--- src/design/dcpa_consts.svh ---
`ifndef DCPA_CONSTS_SVH
`define DCPA_CONSTS_SVH

// ==========================================================
// Channel map
`define DCPA_NCH 32
`define DCPA_CH_W 5
`define DCPA_SW_CH 5'd30
`define DCPA_RSV_CH 5'd31

// ==========================================================
// Counts
`define DCPA_CNT_W 11
`define DCPA_NM1_W 10
`define DCPA_ARB_LOG_MAX 4'ha
`define DCPA_ONE 11'h001

// ==========================================================
// Item size and address increment codes
`define DCPA_SIZE_BYTE 2'h0
`define DCPA_SIZE_HALF 2'h1
`define DCPA_SIZE_WORD 2'h2
`define DCPA_INC_NONE 2'h3

// ==========================================================
// Control word mode codes
`define DCPA_MODE_STOP 3'h0
`define DCPA_MODE_BASIC 3'h1
`define DCPA_MODE_AUTO 3'h2
`define DCPA_MODE_PING 3'h3
`define DCPA_MODE_SG 3'h4

`endif

--- src/design/dcpa_pkg.sv ---
`include "dcpa_consts.svh"

package dcpa_pkg;

  typedef enum logic [1:0] {
    ST_IDLE,
    ST_FETCH,
    ST_MOVE,
    ST_WB
  } dcpa_state_t;

  typedef struct packed {
    logic [`DCPA_CH_W-1:0] chan;
    logic [31:0] src;
    logic [31:0] dst;
    logic [1:0] size;
  } dcpa_item_t;

endpackage

--- src/design/dcpa_prio_pick.sv ---
`timescale 1ns/10ps
`default_nettype none

module dcpa_prio_pick #(
  parameter int N = 32,
  parameter int IW = 5
) (
  input wire logic [N-1:0] req, // Candidate channels
  output logic found, // Any candidate present
  output logic [IW-1:0] idx // Lowest numbered candidate
);

  always_comb begin
    found = 1'b0;
    idx = '0;
    for (int i = N - 1; i >= 0; i--) begin
      if (req[i]) begin
        found = 1'b1;
        idx = IW'(i);
      end
    end
  end

endmodule

`default_nettype wire

--- src/design/dcpa_skid_buf.sv ---
`timescale 1ns/10ps
`default_nettype none

module dcpa_skid_buf #(
  parameter int W = 8
) (
  input wire logic clk, // System clock
  input wire logic rst_n, // Synchronous reset
  input wire logic in_valid, // Word offered
  output logic in_ready, // Room for a word
  input wire logic [W-1:0] in_data, // Word in
  output logic out_valid, // Word available
  input wire logic out_ready, // Receiver takes word
  output logic [W-1:0] out_data // Word out
);

  typedef struct packed {
    logic [1:0][W-1:0] mem;
    logic wp;
    logic rp;
    logic [1:0] cnt;
  } dcpa_buf_t;

  dcpa_buf_t s_r;
  dcpa_buf_t s_nxt;
  logic push;
  logic pop;

  assign in_ready = (s_r.cnt != 2'h2);
  assign out_valid = (s_r.cnt != 2'h0);
  assign out_data = s_r.mem[s_r.rp];
  assign push = in_valid & in_ready;
  assign pop = out_valid & out_ready;

  always_comb begin
    s_nxt = s_r;
    if (push) begin
      s_nxt.mem[s_r.wp] = in_data;
      s_nxt.wp = ~s_r.wp;
    end
    if (pop) begin
      s_nxt.rp = ~s_r.rp;
    end
    if (push && !pop) begin
      s_nxt.cnt = s_r.cnt + 2'h1;
    end else if (pop && !push) begin
      s_nxt.cnt = s_r.cnt - 2'h1;
    end
  end

  always_ff @(posedge clk) begin
    if (!rst_n) begin
      s_r <= '0;
    end else begin
      s_r <= s_nxt;
    end
  end

endmodule

`default_nettype wire

--- src/design/dcpa_arbiter.sv ---
`timescale 1ns/10ps
`default_nettype none
`include "dcpa_consts.svh"

module dcpa_arbiter #(
  parameter int NCH = `DCPA_NCH
) (
  input wire logic clk, // System clock
  input wire logic rst_n, // Synchronous reset
  input wire logic [NCH-1:0] pri_single_req, // Primary single requests
  input wire logic [NCH-1:0] pri_burst_req, // Primary burst requests
  input wire logic [NCH-1:0] alt_single_req, // Alternate single requests
  input wire logic [NCH-1:0] alt_burst_req, // Alternate burst requests
  input wire logic [NCH-1:0] sw_req, // Software request pulses
  input wire logic [NCH-1:0] channel_alt_select, // 1 = alternate peripheral
  input wire logic [NCH-1:0] channel_high_prio_set, // Set high priority
  input wire logic [NCH-1:0] channel_high_prio_clear, // Clear high priority
  input wire logic [NCH-1:0] channel_burst_only_set, // Set burst only
  input wire logic [NCH-1:0] channel_burst_only_clear, // Clear burst only
  input wire logic [NCH-1:0] channel_enable_set, // Enable channel
  input wire logic [NCH-1:0] channel_enable_clear, // Disable channel
  output logic [NCH-1:0] high_prio_state, // High priority bits
  output logic [NCH-1:0] burst_only_state, // Burst only bits
  output logic [NCH-1:0] enable_state, // Channel enables
  output logic cfg_req, // Control structure fetch request
  output logic [`DCPA_CH_W-1:0] cfg_chan, // Channel to fetch
  output logic cfg_alt, // 1 = alternate structure
  input wire logic cfg_valid, // Fetched fields valid
  input wire logic [31:0] cfg_src_end, // Source end pointer
  input wire logic [31:0] cfg_dst_end, // Destination end pointer
  input wire logic [1:0] cfg_src_inc, // Source step code
  input wire logic [1:0] cfg_dst_inc, // Destination step code
  input wire logic [1:0] cfg_size, // Item size code
  input wire logic [3:0] cfg_arb_log, // Log2 of arbitration size
  input wire logic [`DCPA_NM1_W-1:0] cfg_n_m1, // Items remaining minus one
  input wire logic [2:0] cfg_mode, // Transfer mode
  output logic wb_valid, // Control word write back
  input wire logic wb_ready, // Write back accepted
  output logic [`DCPA_CH_W-1:0] wb_chan, // Write back channel
  output logic wb_alt, // Write back structure
  output logic [`DCPA_NM1_W-1:0] wb_n_m1, // New remaining minus one
  output logic [2:0] wb_mode, // New mode
  output logic item_valid, // Item move on system bus
  input wire logic item_ready, // Bus takes item
  input wire logic cpu_bus_req, // Processor wants the bus
  output logic [`DCPA_CH_W-1:0] item_chan, // Item channel
  output logic [31:0] item_src, // Item source address
  output logic [31:0] item_dst, // Item destination address
  output logic [1:0] item_size, // Item size code
  output logic grant_active, // A channel holds the grant
  output logic [`DCPA_CH_W-1:0] grant_chan, // Granted channel
  output logic [NCH-1:0] done_irq // Per-channel completion pulse
);

  typedef struct packed {
    logic [NCH-1:0] hi_prio;
    logic [NCH-1:0] burst_only;
    logic [NCH-1:0] enable;
    logic [NCH-1:0] sw_pend;
    logic [NCH-1:0] auto_run;
    logic [NCH-1:0] use_alt;
    logic [NCH-1:0] done;
    dcpa_pkg::dcpa_state_t state;
    logic [`DCPA_CH_W-1:0] chan;
    logic one_item;
    logic [31:0] src_end;
    logic [31:0] dst_end;
    logic [1:0] src_inc;
    logic [1:0] dst_inc;
    logic [1:0] size;
    logic [2:0] mode;
    logic [`DCPA_CNT_W-1:0] left;
    logic [`DCPA_CNT_W-1:0] burst_left;
  } dcpa_arb_t;

  dcpa_arb_t s_r;
  dcpa_arb_t s_nxt;

  logic [NCH-1:0] burst_rq;
  logic [NCH-1:0] single_rq;
  logic [NCH-1:0] elig;
  logic hi_found;
  logic lo_found;
  logic [`DCPA_CH_W-1:0] hi_idx;
  logic [`DCPA_CH_W-1:0] lo_idx;
  logic push_ready;
  logic push_valid;
  logic buf_valid;
  logic bus_take;
  dcpa_pkg::dcpa_item_t push_item;
  dcpa_pkg::dcpa_item_t buf_item;

  // ==========================================================
  // Request qualification
  always_comb begin
    for (int i = 0; i < NCH; i++) begin
      burst_rq[i] = channel_alt_select[i] ? alt_burst_req[i]
                                          : pri_burst_req[i];
      single_rq[i] = channel_alt_select[i] ? alt_single_req[i]
                                           : pri_single_req[i];
      if (i >= int'(`DCPA_SW_CH)) begin
        // Software-only and reserved channels see no peripheral
        burst_rq[i] = 1'b0;
        single_rq[i] = 1'b0;
      end
      single_rq[i] = (single_rq[i] & ~s_r.burst_only[i])
                     | s_r.sw_pend[i] | s_r.auto_run[i];
    end
    elig = s_r.enable & (burst_rq | single_rq);
  end

  // ==========================================================
  // Two-level fixed priority
  dcpa_prio_pick #(.N(NCH), .IW(`DCPA_CH_W)) u_pick_hi (
    .req(elig & s_r.hi_prio),
    .found(hi_found),
    .idx(hi_idx)
  );

  dcpa_prio_pick #(.N(NCH), .IW(`DCPA_CH_W)) u_pick_lo (
    .req(elig),
    .found(lo_found),
    .idx(lo_idx)
  );

  // ==========================================================
  // Item address generation
  function automatic logic [31:0] item_addr(
    input logic [31:0] end_ptr,
    input logic [1:0] inc,
    input logic [`DCPA_CNT_W-1:0] left
  );
    logic [31:0] back;
    back = 32'((left - `DCPA_ONE)) << inc;
    if (inc == `DCPA_INC_NONE) begin
      item_addr = end_ptr;
    end else begin
      item_addr = end_ptr - back;
    end
  endfunction

  assign push_valid = (s_r.state == dcpa_pkg::ST_MOVE);
  assign push_item.chan = s_r.chan;
  assign push_item.src = item_addr(s_r.src_end, s_r.src_inc, s_r.left);
  assign push_item.dst = item_addr(s_r.dst_end, s_r.dst_inc, s_r.left);
  assign push_item.size = s_r.size;

  // ==========================================================
  // Engine
  always_comb begin
    logic [3:0] alog;
    logic [`DCPA_CNT_W-1:0] arb;
    logic [`DCPA_CNT_W-1:0] n;
    logic fin;
    alog = '0;
    arb = '0;
    n = '0;
    fin = 1'b0;
    s_nxt = s_r;
    s_nxt.done = '0;
    // Hardware set beats a same-cycle clear
    s_nxt.hi_prio = (s_r.hi_prio & ~channel_high_prio_clear)
                    | channel_high_prio_set;
    s_nxt.burst_only = (s_r.burst_only & ~channel_burst_only_clear)
                       | channel_burst_only_set;
    s_nxt.enable = (s_r.enable & ~channel_enable_clear)
                   | channel_enable_set;
    s_nxt.sw_pend = s_r.sw_pend;
    case (s_r.state)
      dcpa_pkg::ST_IDLE: begin
        // Only place a new grant is made, so bursts run unbroken
        if (hi_found || lo_found) begin
          s_nxt.chan = hi_found ? hi_idx : lo_idx;
          s_nxt.one_item = ~burst_rq[s_nxt.chan];
          s_nxt.state = dcpa_pkg::ST_FETCH;
        end
      end
      dcpa_pkg::ST_FETCH: begin
        if (cfg_valid) begin
          alog = (cfg_arb_log > `DCPA_ARB_LOG_MAX) ? `DCPA_ARB_LOG_MAX
                                                    : cfg_arb_log;
          arb = `DCPA_ONE << alog;
          n = `DCPA_CNT_W'(cfg_n_m1) + `DCPA_ONE;
          s_nxt.src_end = cfg_src_end;
          s_nxt.dst_end = cfg_dst_end;
          s_nxt.src_inc = cfg_src_inc;
          s_nxt.dst_inc = cfg_dst_inc;
          s_nxt.size = cfg_size;
          s_nxt.mode = cfg_mode;
          s_nxt.left = n;
          s_nxt.sw_pend[s_r.chan] = 1'b0;
          if (cfg_mode == `DCPA_MODE_AUTO) begin
            // Auto keeps requesting until the count runs out
            s_nxt.auto_run[s_r.chan] = 1'b1;
          end
          if (s_r.one_item && cfg_mode != `DCPA_MODE_AUTO) begin
            s_nxt.burst_left = `DCPA_ONE;
          end else begin
            s_nxt.burst_left = (arb < n) ? arb : n;
          end
          if (cfg_mode == `DCPA_MODE_STOP) begin
            s_nxt.enable[s_r.chan] = channel_enable_set[s_r.chan];
            s_nxt.auto_run[s_r.chan] = 1'b0;
            s_nxt.state = dcpa_pkg::ST_IDLE;
          end else begin
            s_nxt.state = dcpa_pkg::ST_MOVE;
          end
        end
      end
      dcpa_pkg::ST_MOVE: begin
        // Buffer back-pressure holds the engine here
        if (push_ready) begin
          s_nxt.left = s_r.left - `DCPA_ONE;
          s_nxt.burst_left = s_r.burst_left - `DCPA_ONE;
          if (s_r.burst_left == `DCPA_ONE || s_r.left == `DCPA_ONE) begin
            s_nxt.state = dcpa_pkg::ST_WB;
          end
        end
      end
      default: begin
        if (wb_ready) begin
          fin = (s_r.left == '0);
          if (fin) begin
            s_nxt.done[s_r.chan] = 1'b1;
            s_nxt.auto_run[s_r.chan] = 1'b0;
            if (s_r.mode == `DCPA_MODE_PING ||
                s_r.mode == `DCPA_MODE_SG) begin
              // Continuous modes swap to the other structure
              s_nxt.use_alt[s_r.chan] = ~s_r.use_alt[s_r.chan];
            end else begin
              s_nxt.enable[s_r.chan] = channel_enable_set[s_r.chan];
            end
          end
          s_nxt.state = dcpa_pkg::ST_IDLE;
        end
      end
    endcase
    s_nxt.sw_pend = s_nxt.sw_pend | sw_req;
  end

  always_ff @(posedge clk) begin
    if (!rst_n) begin
      s_r <= '0;
      s_r.state <= dcpa_pkg::ST_IDLE;
    end else begin
      s_r <= s_nxt;
    end
  end

  // ==========================================================
  // Item buffer toward the system bus
  dcpa_skid_buf #(.W($bits(dcpa_pkg::dcpa_item_t))) u_buf (
    .clk(clk),
    .rst_n(rst_n),
    .in_valid(push_valid),
    .in_ready(push_ready),
    .in_data(push_item),
    .out_valid(buf_valid),
    .out_ready(bus_take),
    .out_data(buf_item)
  );

  // Processor always wins the bus
  assign bus_take = item_ready & ~cpu_bus_req;
  assign item_valid = buf_valid & ~cpu_bus_req;
  assign item_chan = buf_item.chan;
  assign item_src = buf_item.src;
  assign item_dst = buf_item.dst;
  assign item_size = buf_item.size;

  // ==========================================================
  // Outputs
  assign high_prio_state = s_r.hi_prio;
  assign burst_only_state = s_r.burst_only;
  assign enable_state = s_r.enable;
  assign cfg_req = (s_r.state == dcpa_pkg::ST_FETCH);
  assign cfg_chan = s_r.chan;
  assign cfg_alt = s_r.use_alt[s_r.chan];
  assign wb_valid = (s_r.state == dcpa_pkg::ST_WB);
  assign wb_chan = s_r.chan;
  assign wb_alt = s_r.use_alt[s_r.chan];
  assign wb_n_m1 = (s_r.left == '0) ? '0
                                    : `DCPA_NM1_W'(s_r.left - `DCPA_ONE);
  assign wb_mode = (s_r.left == '0) ? `DCPA_MODE_STOP : s_r.mode;
  assign grant_active = (s_r.state != dcpa_pkg::ST_IDLE);
  assign grant_chan = s_r.chan;
  assign done_irq = s_r.done;

endmodule

`default_nettype wire

--- config.mk ---
export PLATFORM = sky130hd
export DESIGN_NAME = dcpa_arbiter
export DESIGN_NICKNAME = d
export VERILOG_FILES = /design/src/design/dcpa_pkg.sv /design/src/design/dcpa_prio_pick.sv /design/src/design/dcpa_skid_buf.sv /design/src/design/dcpa_arbiter.sv
export VERILOG_INCLUDE_DIRS = /design/src /design/src/design
export SDC_FILE = /design/constraint.sdc
export NUM_CORES = 2
export LEC_CHECK = 0
export CAP_MARGIN = 20
export CORE_AREA = 4 4 270 272
export CTS_BUF_LIST = sky130_fd_sc_hd__clkbuf_4
export DETAILED_ROUTE_END_ITERATION = 8
export DIE_AREA = 0 0 274 276
export DONT_BUFFER_PORTS = 1
export PLACE_DENSITY = 0.51
export RECOVER_POWER = 100
export SLEW_MARGIN = 20
export SYNTH_ARGS = -nofsm -noshare
export SYNTH_HDL_FRONTEND = slang
export SYNTH_SLANG_ARGS = --single-unit
--- constraint.sdc ---
create_clock -name clk -period 5.65 [get_ports clk]
set_clock_uncertainty 0.15 [all_clocks]
set_input_delay 0.8475 -clock clk [delete_from_list [all_inputs] [get_ports clk]]
set_output_delay 0.8475 -clock clk [all_outputs]
set_load 0.005 [all_outputs]
After elaboration in Yosys (flattened, before gate mapping)
Cells that the tools add are included.
- RAM bits: 0
- memories kept: 0
- latch bits: 0
- flip-flop bits (word level): 473
- ROM bits: 0
- logic and storage cells: 478
- output and inout bits: 233
- $lt $le $gt $ge: 8
- divide/modulo/power cells: 0
- muxes and demuxes: 237
- eq/ne operators: 16
- $add $sub $neg: 8
- multipliers: 0
- shift operators: 3
- reduce and logical (&&, ||, !) cells: 29
- bitwise logic cells: 154
- operator list (kind ; count):
    $mux 32 ; 12
    $mux 5 ; 65
    $and 32x32->32 ; 8
    $mux 71 ; 3
    $mux 96 ; 2
    $or 32x32->32 ; 5
    $bwmux 142 ; 1
    $mux 1 ; 128
    $not 32->32 ; 4
    $pmux 32 s2 ; 2
    $mux 98 ; 1
    $demux 71 s1 ; 1
    $bwmux 32 ; 2
    $shl 32x2->32 ; 2
    $sub 32x32->32 ; 2
    $or 1x1->1 ; 62
    $mux 22 ; 2
    $pmux 22 s2 ; 1
    $not 1->1 ; 40
    $and 1x1->1 ; 34
    $or 30x32->32 ; 1
    $eq 11x1->1 const B ; 2
    $mux 11 ; 2
    $sub 11x1->11 const B ; 2
    41 further kinds ; 71

Logic depth before layout (Yosys ltp)
- depth in word-level cells: 45
- gate-level depth with buffers: 25
- depth with buffers taken out: 23

Modules after synthesis
From an unflattened synthesis, not the netlist that was laid out.
- cells, all modules: 3341
- area, all modules: 28153.3 um^2
- modules (own cells, without submodules) (module ; cells an instance ; times used ; area an instance (um^2)):
    dcpa_arbiter ; 2574 ; 1 ; 20915.1
    dcpa_skid_buf ; 637 ; 1 ; 6497.5
    dcpa_prio_pick ; 65 ; 2 ; 370.4

Worst setup path after synthesis
OpenSTA, ideal clock, no wires.
- path kind: reg-to-reg
- start: reg s_r[13] (netlist name)
- end: reg u_buf.s_r[107] (netlist name)
- cell stages (with the launch flop): 21
- path slack: 0.619 ns
- arrival time: 4.794 ns
- library setup time: 0.087 ns
- path buffers: 1
- required time: 5.413 ns
- path through: dfxtp_1 nor3_1 nand2b_1 or3_1 nor4_1 nand2_1 clkbuf_1 ha_1 a21o_1 a21o_1 a21o_1 a21oi_1 o21ai_0 or3_1 o21ai_0 a21oi_1 a41o_1 o41a_1 xor2_1 nor2_1 o31ai_1
- cells in the longest elaborated chain, start to end: 5
- ends and longest elaborated chain (item ; RTL line ; source):
    start: declaration ; dcpa_arbiter.sv:76 ; dcpa_arb_t s_r;
    start signal: assignment ; dcpa_arbiter.sv:246 ; s_r <= s_nxt;
    $sub 11x1->12 (no line) ; -- ;
    $shl 32x2->32 ; dcpa_arbiter.sv:134 ; back = 32'((left - `DCPA_ONE)) << inc;
    $sub 32x32->32 ; dcpa_arbiter.sv:138 ; item_addr = end_ptr - back;
    $mux 32 ; dcpa_arbiter.sv:135 ; if (inc == `DCPA_INC_NONE) begin
    $bwmux 142 ; dcpa_skid_buf.sv:38 ; s_nxt.mem[s_r.wp] = in_data;
    end signal: assignment ; dcpa_skid_buf.sv:55 ; s_r <= s_nxt;
    end: declaration ; dcpa_skid_buf.sv:24 ; dcpa_buf_t s_r;
Every way passes these cells.
A chain may end at the register's enable or synchronous reset.

Worst setup path in the final report
- start: reg u_buf.s_r[2] (netlist name)
- end: out item_chan[0]
- cells in the longest elaborated chain, start to end: 2
- ends and longest elaborated chain (item ; RTL line ; source):
    $mux 71 (not written as such) (2 in a row) ; dcpa_skid_buf.sv:31 ; assign out_data = s_r.mem[s_r.rp];
    end: declaration ; dcpa_arbiter.sv:46 ; output logic [`DCPA_CH_W-1:0] item_chan,
Every way passes these cells. The select of a mux whose other input is x is not followed.

==> impl_metrics.env <==
export IMPL_status="complete, but fails checks"
export IMPL_violations="capacitance limit, slew limit"
export IMPL_hold_violations=0
export IMPL_synth_adder_area_share_pct=3.79
export IMPL_path_cells="buf_4 > mux2_1"
export IMPL_ir_worst_vdd_mv=0.195
export IMPL_place_gp_congestion=0.937
export IMPL_drt_iter0_drc=1853
export IMPL_power_density_nw_per_um2=328
export IMPL_grtUsageMet2_pct=48.6
export IMPL_grt_pass1_vias=25941
export IMPL_syn_area_per_cell_um2=7.85
export IMPL_dp_hpwl_um=79600
export IMPL_top_usage_layer="met2"
export IMPL_cp_slowest_cell="dfxtp_1"
export IMPL_fillers=7085
export IMPL_die_y_um=276
export IMPL_root_buffer="clkbuf_4"
export IMPL_cp_max_fo=48
export IMPL_period_share_pct=95.2
export IMPL_pin_count=710
export IMPL_ys_types=84
export IMPL_track_usage_pct=27.8
export IMPL_yosys_area_top_type="dfxtp_1"
export IMPL_cp_depth=2
export IMPL_dr_pass1_iters=7
export IMPL_startpoint="u_buf.s_r[2]"
export IMPL_dp_cells=4057
export IMPL_utilization_pct=44.2
export IMPL_synth_xor_area_share_pct=2.36
export IMPL_overflow=0
export IMPL_slew_headroom_pct=-84.9
export IMPL_synth_top_family_by_area="compound AO/OA/AOI/OAI gates"
export IMPL_tightestPinTransition_ns=2.77
export IMPL_p_total_mw=10.3
export IMPL_cp_start_kind="register"
export IMPL_slew_viol_final=400
export IMPL_finalWirelength_um=111000
export IMPL_cts_buffer_depth=3
export IMPL_synth_edf_count=0
export IMPL_final_antenna_net_count=0
export IMPL_mostFrequentLayoutCells="dfxtp_1, nand2_1, a21oi_1, nor2_1, dlygate4sd3_1"
export IMPL_max_stage_delay_ns=2.18
export IMPL_cts_tree="built"
export IMPL_fin_cells=4607
export IMPL_cts_sinks=473
export IMPL_r2r_start="s_r[13]"
export IMPL_ys_seq_area_share_pct=35.4
export IMPL_yosys_top_cells_area="dfxtp_1, a21oi_1, nand2_1"
export IMPL_clkLatencyLatePin_ns=1.00
export IMPL_path_delay_family="flip-flops"
export IMPL_cp_required_ns=4.65
export IMPL_clock_fmax_ghz=0.186
export IMPL_worstSetupEndpoint="item_chan[0]"
export IMPL_cts_made_buffers=139
export IMPL_yosys_warnings=0
export IMPL_holdPathStages=5
export IMPL_power_leakage_nw=12.6
export IMPL_r2r_slack_ns=0.43
export IMPL_max_cap_violations=9
export IMPL_drc=0
export IMPL_synth_ff_latch_count=473
export IMPL_synthesis_area_um2=26800
export IMPL_syn_nets=3966
export IMPL_async_reset_ff_share_pct=0
export IMPL_die_w_um=274
export IMPL_synth_simple_area_share_pct=18.7
export IMPL_wl_per_cell_um=24.0
export IMPL_synthCells=3409
export IMPL_die_area_um2=75600
export IMPL_crit_buf_inv=1
export IMPL_start_util_pct=37.8
export IMPL_synth_compound_area_share_pct=22.1
export IMPL_crit_type="reg2out"
export IMPL_reg2reg_depth=22
export IMPL_avgViaCountPerCell=5.69
export IMPL_clk_pin_slew_worst_paths_ns=0.06
export IMPL_met3_usage_pct=8.31
export IMPL_num_vias=26233
export IMPL_fp_coreArea_um2=70800
export IMPL_antenna_found_initial=15
export IMPL_drive_above_1_share_pct=8.68
export IMPL_cp_end_kind="output port"
export IMPL_fp_row_count=98
export IMPL_final_common_cell="dfxtp_1"
export IMPL_h_tree_depth=4
export IMPL_setup_viol_count_final=0
export IMPL_use_met1_pct=30.5
export IMPL_io_buffers=0
export IMPL_grt_max_degree=175
export IMPL_arrival_ns=4.38
export IMPL_area_growth_pct=16.8
export IMPL_synth_area_mux_share_pct=9.09
export IMPL_worstHoldPathType="in2reg"
export IMPL_r2r_end="u_buf.s_r[36]"
export IMPL_grt_pass1_wl_um=161000
export IMPL_synth_top_area_share_pct=35.4
export IMPL_period_needed_ns=5.38
export IMPL_hold_slack_ns=0.123
export IMPL_nNetsFinal=4097
export IMPL_synth_top_flop_cell="dfxtp_1"
==> area by class of cell <==
class,count,area [um^2],share of cell area [%]
sequential,473,9470,30.3
tap,950,1190,3.80
clock inverter,40,269,0.860
clock buffer,201,1510,4.83
timing repair buffer,331,3220,10.3
multi-input combinational,2471,15100,48.3
inverter,124,465,1.49
antenna,17,42.5,0.136
==> worst reg2reg max path, cell delays in order, from the launching register on <==
cell	delay, ns
dfxtp_1	0.35
nor3_1	0.27
nand2b_1	0.14
or3_1	0.37
or2_0	0.29
or3_1	0.44
xnor2_2	0.23
buf_4	0.17
nor2_1	0.04
a21oi_1	0.16
mux2i_1	0.10
ha_1	0.33
o21ai_1	0.25
nor2_1	0.07
o21ai_0	0.13
a21oi_1	0.22
a21oi_1	0.25
a21oi_1	0.12
a41o_1	0.27
o41a_1	0.32
xor2_1	0.16
o21ai_0	0.16
a21oi_1	0.08
==> stage by stage <==
step	TNS, ns	setup slack, ns	instance area [um^2]
floorplan	0	0.619	26800
global placement	0	0.404	26500
detailed placement	0	0.363	26500
CTS	0	0.330	31200
global route	-0.00227	-0.00227	31300
finish	0	0.270	31300
==> cells in the mapped netlist, types with 8 or more instances <==
master	count
dfxtp_1	473
nand2_1	470
a21oi_1	410
nor2_1	377
o21ai_0	193
clkbuf_1	163
buf_4	146
inv_1	123
mux2i_1	120
ha_1	78
mux2_2	71
nand3_1	68
nor3_1	65
a211oi_1	53
a221oi_1	39
and2_1	38
a311oi_1	36
xnor2_1	36
xor2_1	36
o211ai_1	33
a21o_1	31
nand2b_1	31
buf_1	24
nor2b_1	22
and3_1	20
a22oi_1	18
mux4_2	18
o21a_1	16
a31oi_1	15
a22o_1	14
or3_1	13
nand4_1	10
buf_2	8
==> repair_timing <==
item                                   in CTS  in global routing
hold buffers                              288                  1
resized for setup                           0                  3
endpoints found under the hold margin     265                 13
buffers inserted                            0                  0
setup endpoints to repair                   0                  7
==> per-layer routing <==
layer / part of all wire (%) / vias to the layer above
li1: - / 12238
met1: 37 / 12563
met2: 49 / 1149
met3: 8.0 / 283
met4: 5.6 / 0
met5: 0 / -
==> sequential cells by signal (all words and copies together), names as in the netlist <==
| register | count |
|---|---|
| s_r | 192 |
| u_buf.s_r | 146 |
| burst_only_state | 32 |
| done_irq | 32 |
| enable_state | 32 |
| high_prio_state | 32 |
| cfg_chan | 5 |
| push_item | 2 |
==> power by group <==
| group | switching [mW] | leakage (nW) | total [mW] | internal [mW] |
|---|---|---|---|---|
| combinational | 1.97 | 7.71 | 3.19 | 1.22 |
| clock | 1.57 | 1.05 | 3.35 | 1.77 |
| sequential | 0.229 | 3.86 | 3.72 | 3.49 |
| total | 3.78 | 12.6 | 10.3 | 6.49 |
==> cell families (layout without fill, tap and decap cells) <==
family / count (synthesis) / after routing
adder cells (fa/ha/maj): 80 / 80
AND/OR/NAND/NOR: 1154 / 1154
AO/OA/AOI/OAI: 954 / 954
multiplexers: 211 / 211
other: 0 / 17
buffers and inverters: 465 / 696
flip-flops: 473 / 473
XOR/XNOR: 72 / 72
==> worst min path at each step <==
stage,start,endpoint,slack (ns)
finish,cfg_arb_log[3],s_r[2],0.12
global route,rst_n,s_r[197],0.07
CTS,cfg_arb_log[3],s_r[2],0.0003
detailed placement,u_buf.s_r[92],u_buf.s_r[92],0.29
global placement,u_buf.s_r[80],u_buf.s_r[80],0.28
floorplan,u_buf.s_r[107],u_buf.s_r[107],0.27
No activity file was read; power rests on OpenSTA's default activity.
